==> src/exr_pkg.sv <==
package exr_pkg;

   // Fixed upper bits of the target address; low two bits come from pins
   localparam logic [4:0] ADDR_FIXED  = 5'h1d;
   localparam int         NUM_REGS    = 8;
   localparam logic [2:0] PTR_RESET   = 3'h0;
   localparam logic [3:0] BITS_BYTE   = 4'h8;
   localparam logic [3:0] LAST_TX_BIT = 4'h7;
   // Reset contents of the writable registers 2..7
   localparam logic [7:0] RST_OUTPUT  = 8'hff;
   localparam logic [7:0] RST_POLAR   = 8'h00;
   localparam logic [7:0] RST_CONFIG  = 8'hff;
   // Time of one link clock period in the bench
   localparam int         LINK_PERIOD_NS = 125;
   localparam int         CLOCK_MHZ      = 200;
   localparam int         LINK_CYCLES    = LINK_PERIOD_NS * CLOCK_MHZ / 1000;

   typedef enum logic [4:0] {
      ST_IDLE  = 5'h01,
      ST_RX    = 5'h02,
      ST_RXACK = 5'h04,
      ST_TX    = 5'h08,
      ST_TXACK = 5'h10
   } exr_state_t;

   typedef enum logic [1:0] {
      KIND_ADDR = 2'h0,
      KIND_CMD  = 2'h1,
      KIND_DATA = 2'h2
   } exr_kind_t;

   typedef struct packed {
      logic       scl_s1;
      logic       scl_s2;
      logic       scl_d;
      logic       sda_s1;
      logic       sda_s2;
      logic       sda_d;
      logic [1:0] asel_s1;
      logic [1:0] asel_s2;
      logic [15:0] pin_s1;
      logic [15:0] pin_s2;
   } exr_sync_t;

   typedef struct packed {
      exr_sync_t  sy;
      exr_state_t state;
      exr_kind_t  kind;
      logic [3:0] bit_cnt;
      logic [7:0] shift;
      logic       rw;
      logic       master_ack;
      logic       drive;
      logic [2:0] ptr;
      logic [15:0] snap;
   } exr_core_t;

   typedef struct packed {
      logic [NUM_REGS-1:0][7:0] mem;
      logic [7:0]               rdata;
   } exr_mem_t;

endpackage : exr_pkg

==> src/exr_regmem.sv <==
`timescale 1ns/1ps
module exr_regmem (
   // Clock and reset
   input  wire logic       clock,
   input  wire logic       resetn,
   input  wire logic       clk_en,
   // Write port
   input  wire logic       wr_en,
   input  wire logic [2:0] wr_addr,
   input  wire logic [7:0] wr_data,
   // Read port, one cycle latency
   input  wire logic [2:0] rd_addr,
   output logic      [7:0] rd_data
);

   exr_pkg::exr_mem_t m_reg;
   exr_pkg::exr_mem_t m_next;

   always_comb begin
      m_next       = m_reg;
      m_next.rdata = m_reg.mem[rd_addr];
      if (wr_en) begin
         m_next.mem[wr_addr] = wr_data;
      end
   end

   always_ff @(posedge clock or negedge resetn) begin
      if (!resetn) begin
         m_reg.mem   <= {exr_pkg::RST_CONFIG, exr_pkg::RST_CONFIG,
                         exr_pkg::RST_POLAR,  exr_pkg::RST_POLAR,
                         exr_pkg::RST_OUTPUT, exr_pkg::RST_OUTPUT,
                         8'h00, 8'h00};
         m_reg.rdata <= 8'h00;
      end else if (clk_en) begin
         m_reg <= m_next;
      end
   end

   assign rd_data = m_reg.rdata;

endmodule : exr_regmem

==> src/exr_target.sv <==
`timescale 1ns/1ps
module exr_target (
   // Clock, reset, enable
   input  wire logic        clock,
   input  wire logic        resetn,
   input  wire logic        clk_en,
   // Serial link pins
   input  wire logic        scl_i,
   input  wire logic        sda_i,
   output logic             sda_o,
   output logic             sda_oe_n,
   // Address select pins
   input  wire logic        addr_select_low_pin,
   input  wire logic        addr_select_high_pin,
   // Input port pins
   input  wire logic [15:0] port_in
);

   exr_pkg::exr_core_t st_reg;
   exr_pkg::exr_core_t st_next;

   logic       ev_rise;
   logic       ev_fall;
   logic       ev_start;
   logic       ev_stop;
   logic       wr_en;
   logic [2:0] rd_addr;
   logic [7:0] rd_data;

   function automatic logic [7:0] sel_byte(input logic [2:0]  p,
                                           input logic [15:0] snap,
                                           input logic [7:0]  rdata);
      if (p == 3'h0) begin
         sel_byte = snap[7:0];
      end else if (p == 3'h1) begin
         sel_byte = snap[15:8];
      end else begin
         sel_byte = rdata;
      end
   endfunction : sel_byte

   function automatic logic own_addr(input logic [6:0] a,
                                     input logic [1:0] pins);
      own_addr = (a == {exr_pkg::ADDR_FIXED, pins});
   endfunction : own_addr

   ////////////////////////////////////////////////////////////////////////
   // Link events from synchronised samples
   assign ev_rise  = clk_en & st_reg.sy.scl_s2 & ~st_reg.sy.scl_d;
   assign ev_fall  = clk_en & ~st_reg.sy.scl_s2 & st_reg.sy.scl_d;
   assign ev_start = clk_en & st_reg.sy.scl_s2 & st_reg.sy.scl_d &
                     ~st_reg.sy.sda_s2 & st_reg.sy.sda_d;
   assign ev_stop  = clk_en & st_reg.sy.scl_s2 & st_reg.sy.scl_d &
                     st_reg.sy.sda_s2 & ~st_reg.sy.sda_d;

   // Next register comes from the pair partner once the ack is in
   assign rd_addr = (st_reg.state == exr_pkg::ST_TXACK) ?
                    (st_reg.ptr ^ 3'h1) : st_reg.ptr;

   // Input port registers are read only
   assign wr_en = clk_en & ev_rise & (st_reg.state == exr_pkg::ST_RXACK) &
                  (st_reg.kind == exr_pkg::KIND_DATA) &
                  (st_reg.ptr[2:1] != 2'h0);

   exr_regmem u_mem (
      .clock   (clock),
      .resetn  (resetn),
      .clk_en  (clk_en),
      .wr_en   (wr_en),
      .wr_addr (st_reg.ptr),
      .wr_data (st_reg.shift),
      .rd_addr (rd_addr),
      .rd_data (rd_data)
   );

   ////////////////////////////////////////////////////////////////////////
   // Protocol engine
   always_comb begin
      logic [7:0] nb;
      nb = 8'h00;
      st_next = st_reg;
      st_next.sy.scl_s1  = scl_i;
      st_next.sy.scl_s2  = st_reg.sy.scl_s1;
      st_next.sy.scl_d   = st_reg.sy.scl_s2;
      st_next.sy.sda_s1  = sda_i;
      st_next.sy.sda_s2  = st_reg.sy.sda_s1;
      st_next.sy.sda_d   = st_reg.sy.sda_s2;
      st_next.sy.asel_s1 = {addr_select_high_pin, addr_select_low_pin};
      st_next.sy.asel_s2 = st_reg.sy.asel_s1;
      st_next.sy.pin_s1  = port_in;
      st_next.sy.pin_s2  = st_reg.sy.pin_s1;

      if (ev_stop) begin
         // Pointer and stored data left as they are
         st_next.state = exr_pkg::ST_IDLE;
         st_next.drive = 1'b0;
      end else if (ev_start) begin
         // Restart keeps the pointer on the register being accessed
         st_next.state   = exr_pkg::ST_RX;
         st_next.kind    = exr_pkg::KIND_ADDR;
         st_next.bit_cnt = 4'h0;
         st_next.drive   = 1'b0;
      end else begin
         unique case (st_reg.state)
            exr_pkg::ST_IDLE: begin
            end
            exr_pkg::ST_RX: begin
               if (ev_rise) begin
                  st_next.shift   = {st_reg.shift[6:0], st_reg.sy.sda_s2};
                  st_next.bit_cnt = st_reg.bit_cnt + 4'h1;
               end else if (ev_fall && st_reg.bit_cnt == exr_pkg::BITS_BYTE) begin
                  st_next.state = exr_pkg::ST_RXACK;
                  st_next.drive = 1'b1;
                  if (st_reg.kind == exr_pkg::KIND_ADDR) begin
                     st_next.rw = st_reg.shift[0];
                     if (!own_addr(st_reg.shift[7:1], st_reg.sy.asel_s2)) begin
                        st_next.state = exr_pkg::ST_IDLE;
                        st_next.drive = 1'b0;
                     end
                  end else if (st_reg.kind == exr_pkg::KIND_CMD) begin
                     st_next.ptr = st_reg.shift[2:0];
                  end
               end
            end
            exr_pkg::ST_RXACK: begin
               if (ev_rise) begin
                  // Input pins sampled at the ack clock edge
                  st_next.snap = st_reg.sy.pin_s2;
                  if (st_reg.kind == exr_pkg::KIND_DATA) begin
                     st_next.ptr = st_reg.ptr ^ 3'h1;
                  end
               end else if (ev_fall) begin
                  st_next.bit_cnt = 4'h0;
                  if (st_reg.kind == exr_pkg::KIND_ADDR && st_reg.rw) begin
                     nb = sel_byte(st_reg.ptr, st_reg.snap, rd_data);
                     st_next.state = exr_pkg::ST_TX;
                     st_next.shift = nb;
                     st_next.drive = ~nb[7];
                  end else begin
                     st_next.state = exr_pkg::ST_RX;
                     st_next.drive = 1'b0;
                     st_next.kind  = (st_reg.kind == exr_pkg::KIND_ADDR) ?
                                     exr_pkg::KIND_CMD : exr_pkg::KIND_DATA;
                  end
               end
            end
            exr_pkg::ST_TX: begin
               if (ev_fall) begin
                  if (st_reg.bit_cnt == exr_pkg::LAST_TX_BIT) begin
                     st_next.state   = exr_pkg::ST_TXACK;
                     st_next.drive   = 1'b0;
                     st_next.bit_cnt = 4'h0;
                  end else begin
                     st_next.shift   = {st_reg.shift[6:0], 1'b0};
                     st_next.drive   = ~st_reg.shift[6];
                     st_next.bit_cnt = st_reg.bit_cnt + 4'h1;
                  end
               end
            end
            exr_pkg::ST_TXACK: begin
               if (ev_rise) begin
                  st_next.master_ack = ~st_reg.sy.sda_s2;
                  st_next.snap       = st_reg.sy.pin_s2;
               end else if (ev_fall) begin
                  if (st_reg.master_ack) begin
                     // Keeps going for as long as the controller acks
                     nb = sel_byte(st_reg.ptr ^ 3'h1, st_reg.snap, rd_data);
                     st_next.ptr   = st_reg.ptr ^ 3'h1;
                     st_next.state = exr_pkg::ST_TX;
                     st_next.shift = nb;
                     st_next.drive = ~nb[7];
                  end else begin
                     // Not acked: wait for stop or restart, SDA released
                     st_next.state = exr_pkg::ST_IDLE;
                  end
               end
            end
         endcase
      end
   end

   always_ff @(posedge clock or negedge resetn) begin
      if (!resetn) begin
         st_reg         <= '0;
         st_reg.sy      <= '{scl_s1: 1'b1, scl_s2: 1'b1, scl_d: 1'b1,
                             sda_s1: 1'b1, sda_s2: 1'b1, sda_d: 1'b1,
                             default: '0};
         st_reg.state   <= exr_pkg::ST_IDLE;
         st_reg.kind    <= exr_pkg::KIND_ADDR;
         st_reg.ptr     <= exr_pkg::PTR_RESET;
      end else if (clk_en) begin
         st_reg <= st_next;
      end
   end

   // Open-drain: only ever pulls low
   assign sda_o    = 1'b0;
   assign sda_oe_n = ~st_reg.drive;

   ////////////////////////////////////////////////////////////////////////
   // Checks
   property p_addr_ack;
      @(posedge clock) disable iff (!resetn)
      (st_reg.state == exr_pkg::ST_RX && st_reg.kind == exr_pkg::KIND_ADDR &&
       ev_fall && st_reg.bit_cnt == exr_pkg::BITS_BYTE &&
       st_reg.shift[7:1] == {exr_pkg::ADDR_FIXED, st_reg.sy.asel_s2})
      |=> st_reg.drive && st_reg.state == exr_pkg::ST_RXACK;
   endproperty
   a_addr_ack: assert property (p_addr_ack)
      else $error("own address not acknowledged");

   property p_tx_first;
      @(posedge clock) disable iff (!resetn)
      (st_reg.state == exr_pkg::ST_RXACK && ev_fall && st_reg.rw &&
       st_reg.kind == exr_pkg::KIND_ADDR)
      |=> st_reg.state == exr_pkg::ST_TX && st_reg.drive == ~st_reg.shift[7];
   endproperty
   a_tx_first: assert property (p_tx_first)
      else $error("read address not followed by transmit");

   property p_more;
      @(posedge clock) disable iff (!resetn)
      (st_reg.state == exr_pkg::ST_TXACK && st_reg.master_ack && ev_fall)
      |=> st_reg.state == exr_pkg::ST_TX;
   endproperty
   a_more: assert property (p_more)
      else $error("acknowledged read did not continue");

   property p_alternate;
      @(posedge clock) disable iff (!resetn)
      (st_reg.state == exr_pkg::ST_TXACK && st_reg.master_ack && ev_fall)
      |=> st_reg.ptr == ($past(st_reg.ptr) ^ 3'h1);
   endproperty
   a_alternate: assert property (p_alternate)
      else $error("pointer did not move to pair partner");

   property p_restart;
      @(posedge clock) disable iff (!resetn)
      (ev_start && !ev_stop) |=> st_reg.ptr == $past(st_reg.ptr) &&
                                 st_reg.state == exr_pkg::ST_RX;
   endproperty
   a_restart: assert property (p_restart)
      else $error("restart disturbed the pointer");

   property p_capture;
      @(posedge clock) disable iff (!resetn)
      (st_reg.state == exr_pkg::ST_TXACK && ev_rise && !ev_stop)
      |=> st_reg.snap == $past(st_reg.sy.pin_s2);
   endproperty
   a_capture: assert property (p_capture)
      else $error("pins not captured at ack edge");

   property p_stop;
      @(posedge clock) disable iff (!resetn)
      ev_stop |=> st_reg.state == exr_pkg::ST_IDLE && !st_reg.drive &&
                  $stable(st_reg.ptr);
   endproperty
   a_stop: assert property (p_stop)
      else $error("stop not honoured");

   property p_input_sel;
      @(posedge clock) disable iff (!resetn)
      (st_reg.state == exr_pkg::ST_RXACK && ev_fall && st_reg.rw &&
       st_reg.kind == exr_pkg::KIND_ADDR && st_reg.ptr == 3'h0)
      |=> st_reg.shift == st_reg.snap[7:0];
   endproperty
   a_input_sel: assert property (p_input_sel)
      else $error("command zero did not return input pins");

   property p_keep_ptr;
      @(posedge clock) disable iff (!resetn)
      (st_reg.state == exr_pkg::ST_IDLE) |=> $stable(st_reg.ptr);
   endproperty
   a_keep_ptr: assert property (p_keep_ptr)
      else $error("pointer changed between transactions");

endmodule : exr_target

==> config.mk <==
export PLATFORM = sky130hd
export DESIGN_NAME = exr_target
export DESIGN_NICKNAME = d
export VERILOG_FILES = /design/src/exr_pkg.sv /design/src/exr_regmem.sv /design/src/exr_target.sv
export SDC_FILE = /design/constraint.sdc
export NUM_CORES = 1
export LEC_CHECK = 0
export BUFFER_PORTS_ARGS = -buffer_cell sky130_fd_sc_hd__buf_2
export CORE_UTILIZATION = 43
export CTS_BUF_LIST = sky130_fd_sc_hd__clkbuf_8
export DETAILED_ROUTE_END_ITERATION = 8
export GPL_TIMING_DRIVEN = 0
export HOLD_SLACK_MARGIN = 0.03
export PLACE_DENSITY_LB_ADDON = 0.12
export SETUP_SLACK_MARGIN = 0.1
export SYNTH_ARGS = -nofsm -noshare
export SYNTH_HDL_FRONTEND = slang
export SYNTH_HIERARCHICAL = 1
export SYNTH_SLANG_ARGS = --single-unit
==> constraint.sdc <==
create_clock -name clock -period 4.6 [get_ports clock]
set_input_delay 0.46 -clock clock [delete_from_list [all_inputs] [get_ports clock]]
set_output_delay 0.46 -clock clock [all_outputs]
set_load 0.02 [all_outputs]
==> impl_results.md <==
- Num CTS Buffers: 17
- Wire length on met3: just over 500 um
- Via count of the first global-routing pass: 5240
- Rel. slew slack: 0.293
- Number of port buffers: 23
- Endpoint class of the critical path: flip-flop
- Final wirelength: roughly 17000 um
- Hold Fails Final Rpt: 0
- Final setup fails: 0
- Highest metal used: met4
- Launching point of the worst reg2reg path: st_reg[39]$_DFFE_PN0P_
- Leak Pwr: 3.86 nW
- Period utilisation layout: 0.669
- Share of the synthesized area in the top cell type: 0.378
- Worst-path fanout max: 10
- First-pass GRT wire length: approximately 29000 um
- EDFF count, synth: 0
- Final slew viol count: 0
- Number of fill cells in the layout: 1571
- Area grow syn2layout: 11.1%
- Yosys Warn Count: 6
- Initial Util: 0.443
- Startpoint Class: flip-flop
- Vias per std cell: 5.54
- Max-cap violation count: 0
- Initial DRT Pass Iterations: 4
- # rows: 48
- RSZ-0062 raised after global routing: no
- Met2 wire len: 8620 um
- Critical Path RT: slightly below 5 ns
- Pwr dens: 463 mW/mm^2
- Placer Congestion: 0.871
- Fmax: 325 MHz
- Post-synth net total: 638
- Root Driver: clkbuf_8
- Unique masters post-synth: between 60 and 70
- CTS resizes: 0
- Clk_lat worst skew: 0.46 ns
- Via count: 4955
- Initial antenna violation count: 0
- Syn Std Cell Area: approximately 0.0077 sq mm
- Detailed placer's ending HPWL: approximately 12000 um
- Crit path kind: reg -> reg
- Status: complete, no violations
- Cell with the most instances after synthesis: mux2_2
- Primary FF master, synth: dfrtp_1
- Pin count of the biggest net entering global routing: 81
- Min Tclk post-route: 3.08 ns
- Die ar.: 0.0184 sq mm
- # DRC: 0
- CTS H-tree lvls: 4
- CTS tree: yes
- Reg-to-Reg End: u_mem/rd_data[3]$_DFFE_PN0P_
- Core Footprint: 0.0174 sq mm
- Yosys top cell by area: dfrtp_1
- Hold crit path type: in -> async
- Clock skew: roughly 0.018 ns
- Largest register FFs: 64
- I/O pin cnt: 25
- Overflow after GRT: 0
- CTS Sinks: 155
- M1 wire length: 8040 um
- Worst hold margin: a little over 0.04 ns
- Overall Global Routing Usage: 0.208
- Dpl ws: 1.57 ns
- Die Ht: 136 um
- Worst slew pin tran: 1.05 ns
- Chip width: between 100 and 150 um
- Post-CTS setup buffer count: 0
- Fin nets: 681
- Routed length per placed instance: 19.5 um
- Yosys reg bits: 155
- Clk buf depth: 2
- Post-synthesis sequential area ratio: 0.511
- Layout cells sized above 1: 0.407
- Slack of the critical path: 1.52 ns
- # diodes: 0
- Clock Pin Slew Worst Setup and Hold Paths: 0.08 ns
- Reg2Reg Depth: 8
- Hold_buf cts: 0
- Worst reg-to-reg setup slack: 1.52 ns
- Mapped Cells: 613
- Async S/R FF share, synth: 1.00
- Dominant cells by area after synthesis: dfrtp_1, mux2_2, dfstp_2
- DRT antenna net count: 0
- Top cells by count, synth: mux2_2, dfrtp_1, dfstp_2, mux2i_1, nor2_1
- DR iter-0 viols: approximately 330
- Syn Area/Cell: 12.5 sq um
- WP data arrival: 3.42 ns
- Setup TNS: 0 ns
- Worst vdd ir: about 220 uV
[layout by cell type, fill, tap and decap left out, types with 5 or more instances in the layout]
cell type  instances
buf_4             10
clkbuf_8          19
nor2_1            23
a21oi_1           15
mux2i_1           39
nor2_2             7
inv_1             11
o22ai_1            7
nand2_1           19
o31ai_1            5
buf_1              7
mux2_2           120
nand3_1           16
a22oi_1           17
dfstp_2           39
o21ai_0           17
nand2b_1           6
clkbuf_1          11
a41o_1             8
a211o_1            8
buf_2             34
mux2_4            16
dfrtp_1          116
nor2b_1           17
or3_1              5
[critical path, cell delays in order (launching register included)]
cell     delay [ns]
dfrtp_1        0.45
or4b_4         0.60
nor2_1         0.26
xnor2_1        0.29
buf_2          0.34
buf_4          0.29
mux2i_1        0.31
nand3_1        0.15
a41o_1         0.26
[worst max path at each step]
stage | slack (ns) | to | start
6_report | 1.52 | u_mem/rd_data[3]$_DFFE_PN0P_ | st_reg[39]$_DFFE_PN0P_
5_1_grt | 1.37 | u_mem/m_reg[45]$_DFFE_PN0P_ | st_reg[40]$_DFFE_PN0P_
4_1_cts | 1.55 | u_mem/rd_data[3]$_DFFE_PN0P_ | st_reg[40]$_DFFE_PN0P_
3_5_place_dp | 1.57 | u_mem/rd_data[3]$_DFFE_PN0P_ | st_reg[40]$_DFFE_PN0P_
3_3_place_gp | 0.86 | st_reg[31]$_DFFE_PN0P_ | resetn
2_1_floorplan | 2.07 | u_mem/m_reg[10]$_DFFE_PN0P_ | st_next[80]$_DFFE_PN1P_
[stage by stage]
step,area [sq um],instances,util,total power [mW]
2_1_floorplan,7680,613,-,2.52
3_3_place_gp,8080,861,0.465,2.85
3_5_place_dp,8110,862,0.467,2.89
4_1_cts,8540,894,0.492,4.00
5_1_grt,8540,894,0.492,4.18
6_report,8540,894,0.492,3.96
[layer usage]
| layer | vias up | global-route usage |
|---|---|---|
| li1 | 2315 | - |
| met1 | 2524 | 0.271 |
| met2 | 98 | 0.342 |
| met3 | 18 | 0.0393 |
| met4 | 0 | 0.0799 |
| met5 | - | 0 |
[cell families (layout without fill, tap and decap cells)]
group | Yosys count | in the layout | synth area share
DFF | 155 | 155 | 0.511
buffers and inverters | 53 | 109 | 0.0357
and+or+nand+nor | 126 | 126 | 0.0948
xor gates and xnor gates | 5 | 5 | 0.00570
muxes | 175 | 175 | 0.258
adders and majority gates | 2 | 2 | 0.00326
AOI/OAI and AO/OA | 96 | 96 | 0.0909
other | 1 | 1 | 0.000488
[power breakdown]
part	internal, mW	total [mW]	switching (mW)
registers	1.55	1.80	0.250
logic	0.467	1.06	0.595
clock network	0.569	1.09	0.522
[area by class of cell]
class,count,area (sq um),share of cell area
inverters,10,37.5,0.00440
clock inverters,13,164,0.0192
clock buffers,19,262,0.0306
multi-input cells,405,3480,0.408
flip-flops and latches,155,3930,0.460
repair buffers,24,149,0.0174
plain buffers,43,236,0.0277
well taps,225,282,0.0330
Note: power is estimated with default switching activity, not from simulation.
